===== config.mk =====
export PLATFORM = sky130hd
export DESIGN_NAME = multipurpose_io_config
export DESIGN_NICKNAME = d
export VERILOG_FILES = /design/src/mpio_pkg.sv /design/src/multipurpose_io_config.sv /design/src/mpio_pin_cell.sv
export SDC_FILE = /design/constraint.sdc
export NUM_CORES = 1
export LEC_CHECK = 0
export BUFFER_PORTS_ARGS = -buffer_cell sky130_fd_sc_hd__clkbuf_2
export CORE_MARGIN = 4
export CORE_UTILIZATION = 35
export DETAILED_ROUTE_END_ITERATION = 8
export GPL_ROUTABILITY_DRIVEN = 0
export HOLD_SLACK_MARGIN = 0.15
export SYNTH_ARGS = -nofsm -noshare
export SYNTH_HDL_FRONTEND = slang
export SYNTH_SLANG_ARGS = --single-unit

===== constraint.sdc =====
create_clock -name CLK -period 5.9 [get_ports CLK]
set_input_delay 0.885 -clock CLK [delete_from_list [all_inputs] [get_ports CLK]]
set_output_delay 0.885 -clock CLK [all_outputs]
set_load 0.005 [all_outputs]

===== src/mpio_pkg.sv =====
/*
  Constants for the multi-purpose pin configuration block: register
  offsets, field layout, pin codes and the power-down filter encoding.
  Assumes a 100 MHz core clock.
*/
package mpio_pkg;

  localparam int          NUM_PINS       = 12;
  localparam int          FIELD_W        = 2;
  localparam int          CLK_HZ         = 100_000_000;

  // Register byte offsets
  localparam logic [7:0]  LOCAL_CTRL_OFS = 8'h00;
  localparam logic [7:0]  PIN_CFG_OFS    = 8'h04;

  // Pin field codes
  localparam logic [1:0]  CODE_IN        = 2'h0;
  localparam logic [1:0]  CODE_IN_INV    = 2'h1;
  localparam logic [1:0]  CODE_OUT_LO    = 2'h2;
  localparam logic [1:0]  CODE_OUT_HI    = 2'h3;
  localparam logic [1:0]  CFG_RESET      = 2'h0;

  // Overridden pins
  localparam int          PAR_PIN        = 0;
  localparam int          PD_PIN         = 1;
  localparam int          WAKE_PIN       = 2;
  localparam int          WAKE_POL_BIT   = 4;

  // Device mode codes that enable the parallel port
  localparam logic [2:0]  MODE_PAR_A     = 3'h1;
  localparam logic [2:0]  MODE_PAR_B     = 3'h5;

  // Local control register fields
  localparam int          LC_MODE_LO     = 0;
  localparam int          LC_CLKOUT      = 2;
  localparam int          LC_LANE_LO     = 3;
  localparam int          LC_FILT_LO     = 5;
  localparam int          LC_WAKE_EN     = 7;
  localparam int          LC_MODE2       = 31;
  localparam logic [7:2]  LC_RESET       = 6'h00;

  // Power-down filter setting and its times in seconds
  localparam logic [1:0]  FILT_OFF       = 2'h0;
  localparam logic [1:0]  FILT_4S        = 2'h1;
  localparam logic [1:0]  FILT_129S      = 2'h2;
  localparam logic [1:0]  FILT_518S      = 2'h3;
  localparam int          FILT_4S_SEC    = 4;
  localparam int          FILT_129S_SEC  = 129;
  localparam int          FILT_518S_SEC  = 518;
  localparam int          SEC_W          = 10;

endpackage


===== src/multipurpose_io_config.sv =====
`timescale 1ns/1ns
/*
  Multi-purpose pin configuration block: pin configuration register,
  local control bits, pin overrides, wake-event input and the
  power-down filter timer.
  Assumes register writes come from the host bus or the EEPROM loader,
  both synchronous to CLK.
*/
// What this block does
// - Each pin's 2-bit field picks plain input, inverted input, output low or output high.
// - The configuration register holds pin n's field at bits 2n+1 to 2n.
// - Pin 0 follows its field only when device mode is not 001 or 101, else it is a forced output.
// - Pin 1 follows its field only when the filter setting is 00, else it is a forced output.
// - With the wake-enable bit set, pin 2 is a wake-event input; the low bit of its field (bit 4) sets the active level.
// - An active wake event sets a sticky status bit for function 1 that stays until cleared.
// - The wake-enable bit lets pin 2 set that status when 1 and blocks it when 0.
// - The filter setting encodes 00 off, 01 four seconds, 10 129 seconds, 11 518 seconds.
module multipurpose_io_config
  import mpio_pkg::*;
#(
  parameter int TICK_CYCLES = CLK_HZ
)
(
  // Clock and reset
  input  wire logic                CLK,
  input  wire logic                ARST_N,
  // Host register port
  input  wire logic                REG_SEL,
  input  wire logic                REG_WR,
  input  wire logic [7:0]          REG_ADDR,
  input  wire logic [3:0]          REG_BE,
  input  wire logic [31:0]         REG_WDATA,
  output logic      [31:0]         REG_RDATA,
  // EEPROM configuration load
  input  wire logic                EE_LOAD,
  input  wire logic [7:0]          EE_ADDR,
  input  wire logic [31:0]         EE_DATA,
  // Device mode straps
  input  wire logic [2:0]          MODE_PINS,
  // Multi-purpose pins
  input  wire logic [NUM_PINS-1:0] MPIO_IN,
  output logic      [NUM_PINS-1:0] MPIO_OUT,
  output logic      [NUM_PINS-1:0] MPIO_OE,
  output logic      [NUM_PINS-1:0] MPIO_LEVEL,
  // Function 1 wake status
  input  wire logic                WAKE_STATUS_CLR,
  output logic                     WAKE_STATUS,
  // Function 0 power-down filter
  input  wire logic                PD_REQUEST,
  output logic                     PD_IRQ
);

  localparam int CFG_W = NUM_PINS * FIELD_W;

  // Refuse sizes the register and pin overrides cannot serve
  if (NUM_PINS <= WAKE_PIN || CFG_W > 32) begin : g_bad_pins
    $error("NUM_PINS out of range");
  end
  if (TICK_CYCLES < 1) begin : g_bad_tick
    $error("TICK_CYCLES must be at least 1");
  end

  logic [CFG_W-1:0]  cfg_q;
  logic [7:2]        lc_q;
  logic [2:0]        mode_meta_q;
  logic [2:0]        mode_q;
  logic              wake_q;
  logic [31:0]       tick_cnt_q;
  logic              tick;
  logic [SEC_W-1:0]  sec_q;
  logic [SEC_W-1:0]  filt_limit;
  logic              pd_irq_q;
  logic              host_wr;
  logic              wr_en;
  logic [7:0]        wr_addr;
  logic [31:0]       wr_data;
  logic [3:0]        wr_be;
  logic [1:0]        filt;
  logic              wake_en;
  logic              par_mode;
  logic              wake_act;
  logic [NUM_PINS-1:0] level;

  // EEPROM load wins over a host write in the same cycle
  assign host_wr = REG_SEL && REG_WR;
  assign wr_en   = EE_LOAD || host_wr;
  assign wr_addr = EE_LOAD ? EE_ADDR : REG_ADDR;
  assign wr_data = EE_LOAD ? EE_DATA : REG_WDATA;
  assign wr_be   = EE_LOAD ? 4'hf : REG_BE;

  assign filt     = lc_q[LC_FILT_LO+1:LC_FILT_LO];
  assign wake_en  = lc_q[LC_WAKE_EN];
  assign par_mode = (mode_q == MODE_PAR_A) || (mode_q == MODE_PAR_B);

  // Pin configuration register, byte lanes
  always_ff @(posedge CLK or negedge ARST_N) begin
    if (!ARST_N) begin
      cfg_q <= {NUM_PINS{CFG_RESET}};
    end else if (wr_en && wr_addr == PIN_CFG_OFS) begin
      for (int i = 0; i < CFG_W; i++) begin
        if (wr_be[i/8])
          cfg_q[i] <= wr_data[i];
      end
    end
  end

  // Local control bits 7:2 in byte lane 0
  always_ff @(posedge CLK or negedge ARST_N) begin
    if (!ARST_N) begin
      lc_q <= LC_RESET;
    end else if (wr_en && wr_addr == LOCAL_CTRL_OFS && wr_be[0]) begin
      lc_q <= wr_data[7:2];
    end
  end

  // Mode straps come from pins
  always_ff @(posedge CLK or negedge ARST_N) begin
    if (!ARST_N) begin
      mode_meta_q <= 3'h0;
      mode_q      <= 3'h0;
    end else begin
      mode_meta_q <= MODE_PINS;
      mode_q      <= mode_meta_q;
    end
  end

  // Registered read data; unmapped offsets read zero
  always_ff @(posedge CLK or negedge ARST_N) begin
    if (!ARST_N) begin
      REG_RDATA <= 32'h0;
    end else if (REG_SEL && !REG_WR) begin
      REG_RDATA <= 32'h0;
      if (REG_ADDR == PIN_CFG_OFS) begin
        REG_RDATA[CFG_W-1:0] <= cfg_q;
      end else if (REG_ADDR == LOCAL_CTRL_OFS) begin
        REG_RDATA[LC_MODE_LO+1:LC_MODE_LO] <= mode_q[1:0];
        REG_RDATA[7:2]                     <= lc_q;
        REG_RDATA[LC_MODE2]                <= mode_q[2];
      end
    end
  end

  // Pin cells
  for (genvar p = 0; p < NUM_PINS; p++) begin : g_pin
    logic forced;
    logic wake_mode;
    if (p == PAR_PIN) begin : g_par
      assign forced = par_mode;
    end else if (p == PD_PIN) begin : g_pd
      assign forced = (filt != FILT_OFF);
    end else begin : g_plain
      assign forced = 1'b0;
    end
    assign wake_mode = (p == WAKE_PIN) && wake_en;
    mpio_pin_cell u_cell (
      .clk       (CLK),
      .arst_n    (ARST_N),
      .pad_in    (MPIO_IN[p]),
      .pad_out   (MPIO_OUT[p]),
      .pad_oe    (MPIO_OE[p]),
      .code      (cfg_q[FIELD_W*p+1:FIELD_W*p]),
      .forced    (forced),
      .wake_mode (wake_mode),
      .level     (level[p])
    );
  end

  assign MPIO_LEVEL = level;

  // Pin 2 level is the synchronised raw level while in wake use
  assign wake_act = wake_en && (level[WAKE_PIN] ^ cfg_q[WAKE_POL_BIT]);

  // Sticky wake status; a new event wins over a clear
  always_ff @(posedge CLK or negedge ARST_N) begin
    if (!ARST_N) begin
      wake_q <= 1'b0;
    end else if (wake_act) begin
      wake_q <= 1'b1;
    end else if (WAKE_STATUS_CLR) begin
      wake_q <= 1'b0;
    end
  end

  assign WAKE_STATUS = wake_q;

  // One-second tick enable
  always_ff @(posedge CLK or negedge ARST_N) begin
    if (!ARST_N) begin
      tick_cnt_q <= 32'h0;
    end else if (tick) begin
      tick_cnt_q <= 32'h0;
    end else begin
      tick_cnt_q <= tick_cnt_q + 32'h1;
    end
  end

  assign tick = (tick_cnt_q == 32'(TICK_CYCLES - 1));

  always_comb begin
    unique case (filt)
      FILT_OFF:  filt_limit = '0;
      FILT_4S:   filt_limit = SEC_W'(FILT_4S_SEC);
      FILT_129S: filt_limit = SEC_W'(FILT_129S_SEC);
      FILT_518S: filt_limit = SEC_W'(FILT_518S_SEC);
    endcase
  end

  // Seconds a power-down request has been held
  always_ff @(posedge CLK or negedge ARST_N) begin
    if (!ARST_N) begin
      sec_q <= '0;
    end else if (!PD_REQUEST || filt == FILT_OFF) begin
      sec_q <= '0;
    end else if (tick && sec_q != filt_limit) begin
      sec_q <= sec_q + SEC_W'(1);
    end
  end

  always_ff @(posedge CLK or negedge ARST_N) begin
    if (!ARST_N) begin
      pd_irq_q <= 1'b0;
    end else begin
      pd_irq_q <= PD_REQUEST && (filt != FILT_OFF) &&
                  (sec_q == filt_limit);
    end
  end

  assign PD_IRQ = pd_irq_q;

endmodule // multipurpose_io_config


===== src/mpio_pin_cell.sv =====
`timescale 1ns/1ns
/*
  One multi-purpose pin: input synchroniser, code decode, output drive.
  Assumes the pad combines output and enable outside this module.
*/
module mpio_pin_cell
  import mpio_pkg::*;
(
  // Clock and reset
  input  wire logic       clk,
  input  wire logic       arst_n,
  // Pad
  input  wire logic       pad_in,
  output logic            pad_out,
  output logic            pad_oe,
  // Control
  input  wire logic [1:0] code,
  input  wire logic       forced,
  input  wire logic       wake_mode,
  // Internal level
  output logic            level
);

  logic meta_q;
  logic sync_q;

  always_ff @(posedge clk or negedge arst_n) begin
    if (!arst_n) begin
      meta_q <= 1'b0;
      sync_q <= 1'b0;
    end else begin
      meta_q <= pad_in;
      sync_q <= meta_q;
    end
  end

  always_comb begin
    pad_oe  = 1'b0;
    pad_out = 1'b0;
    level   = sync_q;
    if (forced) begin
      pad_oe  = 1'b1;
    end else if (wake_mode) begin
      pad_oe  = 1'b0;
    end else begin
      unique case (code)
        CODE_IN:     level = sync_q;
        CODE_IN_INV: level = ~sync_q;
        CODE_OUT_LO: begin
          pad_oe  = 1'b1;
          pad_out = 1'b0;
        end
        CODE_OUT_HI: begin
          pad_oe  = 1'b1;
          pad_out = 1'b1;
        end
      endcase
    end
  end

endmodule // mpio_pin_cell


==> run metrics <==
post-synthesis area per instance=10.4 µm²; arrival time of the worst setup path=about 3.2 ns; CTS tree=done; count of endpoints failing hold in the final timing report=0; Die Outline Area=20400 µm²; nature of the critical path startpoint=input port; drt first-iter violations=237; maximum clock insertion buffer count=2; Finished Core Util=a little over two fifths; R2R cell count=5; overall routed net length=15.1 mm; worst clock skew=0.00719 ns; maximum number of pins on one net before global-route repair=76; Total Nets Final=824; highest attainable clock frequency=350 MHz; worst reg2reg path endpoint=tick_cnt_q[26]; clock latency reported for the late side of the worst-skew pair=0.42 ns; number of H-tree levels=4; leakage power=3.67 nW; number of antenna cells inserted=0; boundary pin count=176; vias after detailed routing=approximately 4700; critical path fanouts, max=48; x dimension of the die=between 100 and 150 µm; areal power density over the cells=283 nW/µm²; delay of the slowest critical-path stage=approximately 0.7 ns; number of synthesized flops with an enable pin=0; result of the run=finished, final reports clean; RSZ-0062 raised after global routing=no; post-detailed-route DRC marker count=0; internal portion of total power=1.67 mW; via count normalized by instance count=4.92; launching point of the worst reg2reg path=tick_cnt_q[0]; prevailing post-synth register cell=sky130_fd_sc_hd__dfrtp_1; Finish-stage setup viols=0; worst min-delay path endpoint=g_pin[3].u_cell.sync_q; overall fraction of global-route tracks in use=between 10% and 20%; maximum ir drop on the vdd rail=around 0.0002 V; Core Area=17900 µm²; remaining number of nets flagged by the antenna check after routing=0; post-route clock period utilization=48.5%; launch instance of the worst min-delay path=g_pin[3].u_cell.meta_q; GRT Residual Overflow=0; fraction of final layout cells with drive strength greater than 1=30.7%; Setup Buffers After CTS=0; length of the first detailed-routing pass in iterations=6; number of flip-flops and latches in the synthesized netlist=129; critical setup path kind=input port to register; worst slew margin relative to its limit=32.4%; number of buffers inserted by hold repair at cts=0; Gates resized, CTS repair=0; Clk Tree Root Cell=sky130_fd_sc_hd__clkbuf_16; endpoint class of the critical path=register; WL/cell=15.7 µm; clock net sink count=129; final worst path period need=2.86 ns; register clock-pin slew on the reported worst setup and hold paths=roughly 0.05 ns; sequential share of the synthesized area=between 50% and 60%; number of buffers created by CTS=17; Max Cap Violations=0; register share of total power=between 40% and 50%; estimated wirelength of the detail-placed design=11.0 mm; Layout Area Growth over Synthesis=19.6%; starting utilization of the core area=35.5%; register-to-register setup slack=3.65 ns; library cell contributing the largest single delay on the critical path=sky130_fd_sc_hd__clkbuf_2; combinational group share of total power=6.8%; worst hold-check path type=register to register; unique cell type count in the Yosys netlist=59; final-report max-slew violation count=0; vias in the first global route=4567; quantity of I/O buffers inserted on ports=around 150; number of cell rows=49; hold depth=0; transition time at the pin with the least slew margin=1.01 ns; cell area after synthesis=6360 µm²; clock network fraction of design power=50.0%; switch share=22.6%; cells along the critical path=clkbuf_2 -> nand2b_1 -> nor3_1 -> o211ai_1 -> buf_4 -> a21oi_2 -> mux2_2; Yosys warning total=0; FFs w/ async S/R, synth=100%; floorplan die height=about 140 µm; required arrival time at the worst endpoint=6.20 ns; global-route wire length before repair=24.5 mm; setup tns final=0 ns; post-synthesis instance total=613; initial antenna violation count=0; switching power summed over all nets=487 µW
synthesized netlist by cell type, types with 8 or more instances:
cell / instances / share of area, %
sky130_fd_sc_hd__xor2_1: 11 / 1.5
sky130_fd_sc_hd__dfrtp_1: 129 / 51
sky130_fd_sc_hd__and3b_1: 15 / 2.1
sky130_fd_sc_hd__mux2_2: 26 / 4.6
sky130_fd_sc_hd__o2bb2ai_1: 15 / 2.1
sky130_fd_sc_hd__nor3_1: 11 / 0.87
sky130_fd_sc_hd__nand4_1: 12 / 1.2
sky130_fd_sc_hd__nand3_1: 38 / 3.0
sky130_fd_sc_hd__nand2b_1: 14 / 1.4
sky130_fd_sc_hd__xnor2_1: 22 / 3.0
sky130_fd_sc_hd__nor2_1: 39 / 2.3
sky130_fd_sc_hd__a221oi_1: 8 / 1.1
sky130_fd_sc_hd__and3_1: 13 / 1.3
sky130_fd_sc_hd__and2_1: 15 / 1.5
sky130_fd_sc_hd__nand2_1: 53 / 3.1
sky130_fd_sc_hd__clkbuf_1: 28 / 1.7
sky130_fd_sc_hd__buf_4: 43 / 5.1
sky130_fd_sc_hd__a21oi_1: 28 / 2.2
layout make-up:
| cell class | count | area, µm² |
|---|---|---|
| Inverter | 6 | 22.5 |
| Multi-Input combinational cell | 407 | 2660 |
| Timing Repair Buffer | 155 | 788 |
| Clock inverter | 13 | 160 |
| Clock buffer | 19 | 453 |
| Fill cell | 1755 | 10300 |
| Tap cell | 229 | 287 |
| Sequential cell | 129 | 3230 |
state kept, by name (all words and copies together) (netlist names):
register and count:
lc_q 6, cfg_q 24, mode_q 3, REG_RDATA 25, g_pin.u_cell.meta_q 12, g_pin.u_cell.sync_q 12
sec_q 10, WAKE_STATUS 1, tick_cnt_q 32, mode_meta_q 3, PD_IRQ 1
power groups by stage:
| stage | registers (mW) | logic [mW] | clock network (mW) |
|---|---|---|---|
| after floorplan | 0.942 | 0.0862 | 0 |
| after global placement | 0.947 | 0.149 | 0 |
| final | 0.931 | 0.146 | 1.08 |
| after CTS | 0.932 | 0.151 | 1.10 |
| after global routing | 0.935 | 0.165 | 1.14 |
| after detailed placement | 0.948 | 0.150 | 0 |
how the worst max path moves through the flow:
stage | from | to | depth (start not counted)
after global routing | EE_LOAD | cfg_q[5] | 7
final | EE_LOAD | cfg_q[5] | 7
after detailed placement | EE_LOAD | cfg_q[5] | 7
after global placement | EE_LOAD | cfg_q[4] | 7
after CTS | EE_LOAD | cfg_q[5] | 7
after floorplan | EE_LOAD | cfg_q[23] | 6
cell families (layout without fill, tap and decap cells):
family,after synthesis,in the layout,synth area share (%)
AO/OA/AOI/OAI,82,82,9.27
XOR/XNOR,33,33,4.55
adder cells (fa/ha/maj),2,2,0.394
buffers and inverters,83,193,7.73
flip-flops,129,129,50.8
multiplexers,32,32,5.55
other,1,7,0.0590
AND/OR/NAND/NOR,251,251,21.7
stage by stage:
step	hold slack, ns	power, mW	setup slack, ns	cell area (µm²)	instances
2_1_floorplan	0.331	1.03	3.50	6380	619
3_3_place_gp	0.331	1.10	2.60	6990	926
3_5_place_dp	0.335	1.10	2.58	6990	926
4_1_cts	0.344	2.19	3.02	7600	958
5_1_grt	0.351	2.24	2.85	7600	958
6_report	0.346	2.15	3.04	7600	958
routing by layer:
metal / global-route usage [%] / wire, µm / up-vias / part of all wire [%]
met3: 3.95 / 923 / 17 / 6.1
met1: 20.7 / 6860 / 2248 / 45
met5: 0 / 0 / - / 0
li1: - / - / 2327 / -
met2: 24.2 / 7060 / 119 / 47
met4: 5.55 / 241 / 0 / 1.6
placed cells by master (no fill, tap or decap), types with 13 or more instances in the layout:
cell type and instances:
sky130_fd_sc_hd__clkbuf_2 150, sky130_fd_sc_hd__dfrtp_1 129, sky130_fd_sc_hd__nand2_1 53, sky130_fd_sc_hd__nor2_1 39, sky130_fd_sc_hd__nand3_1 38, sky130_fd_sc_hd__a21oi_1 28
sky130_fd_sc_hd__mux2_2 26, sky130_fd_sc_hd__xnor2_1 22, sky130_fd_sc_hd__clkbuf_16 17, sky130_fd_sc_hd__and2_1 15, sky130_fd_sc_hd__and3b_1 15, sky130_fd_sc_hd__o2bb2ai_1 15
sky130_fd_sc_hd__nand2b_1 14, sky130_fd_sc_hd__and3_1 13
critical path, delay by kind of cell:
kind,cells,cell delay (ns)
buffers and inverters,2,0.91
AO/OA/AOI/OAI,2,0.55
AND/OR/NAND/NOR,2,0.41
multiplexers,1,0.40
(Power assumes the default switching activity.)
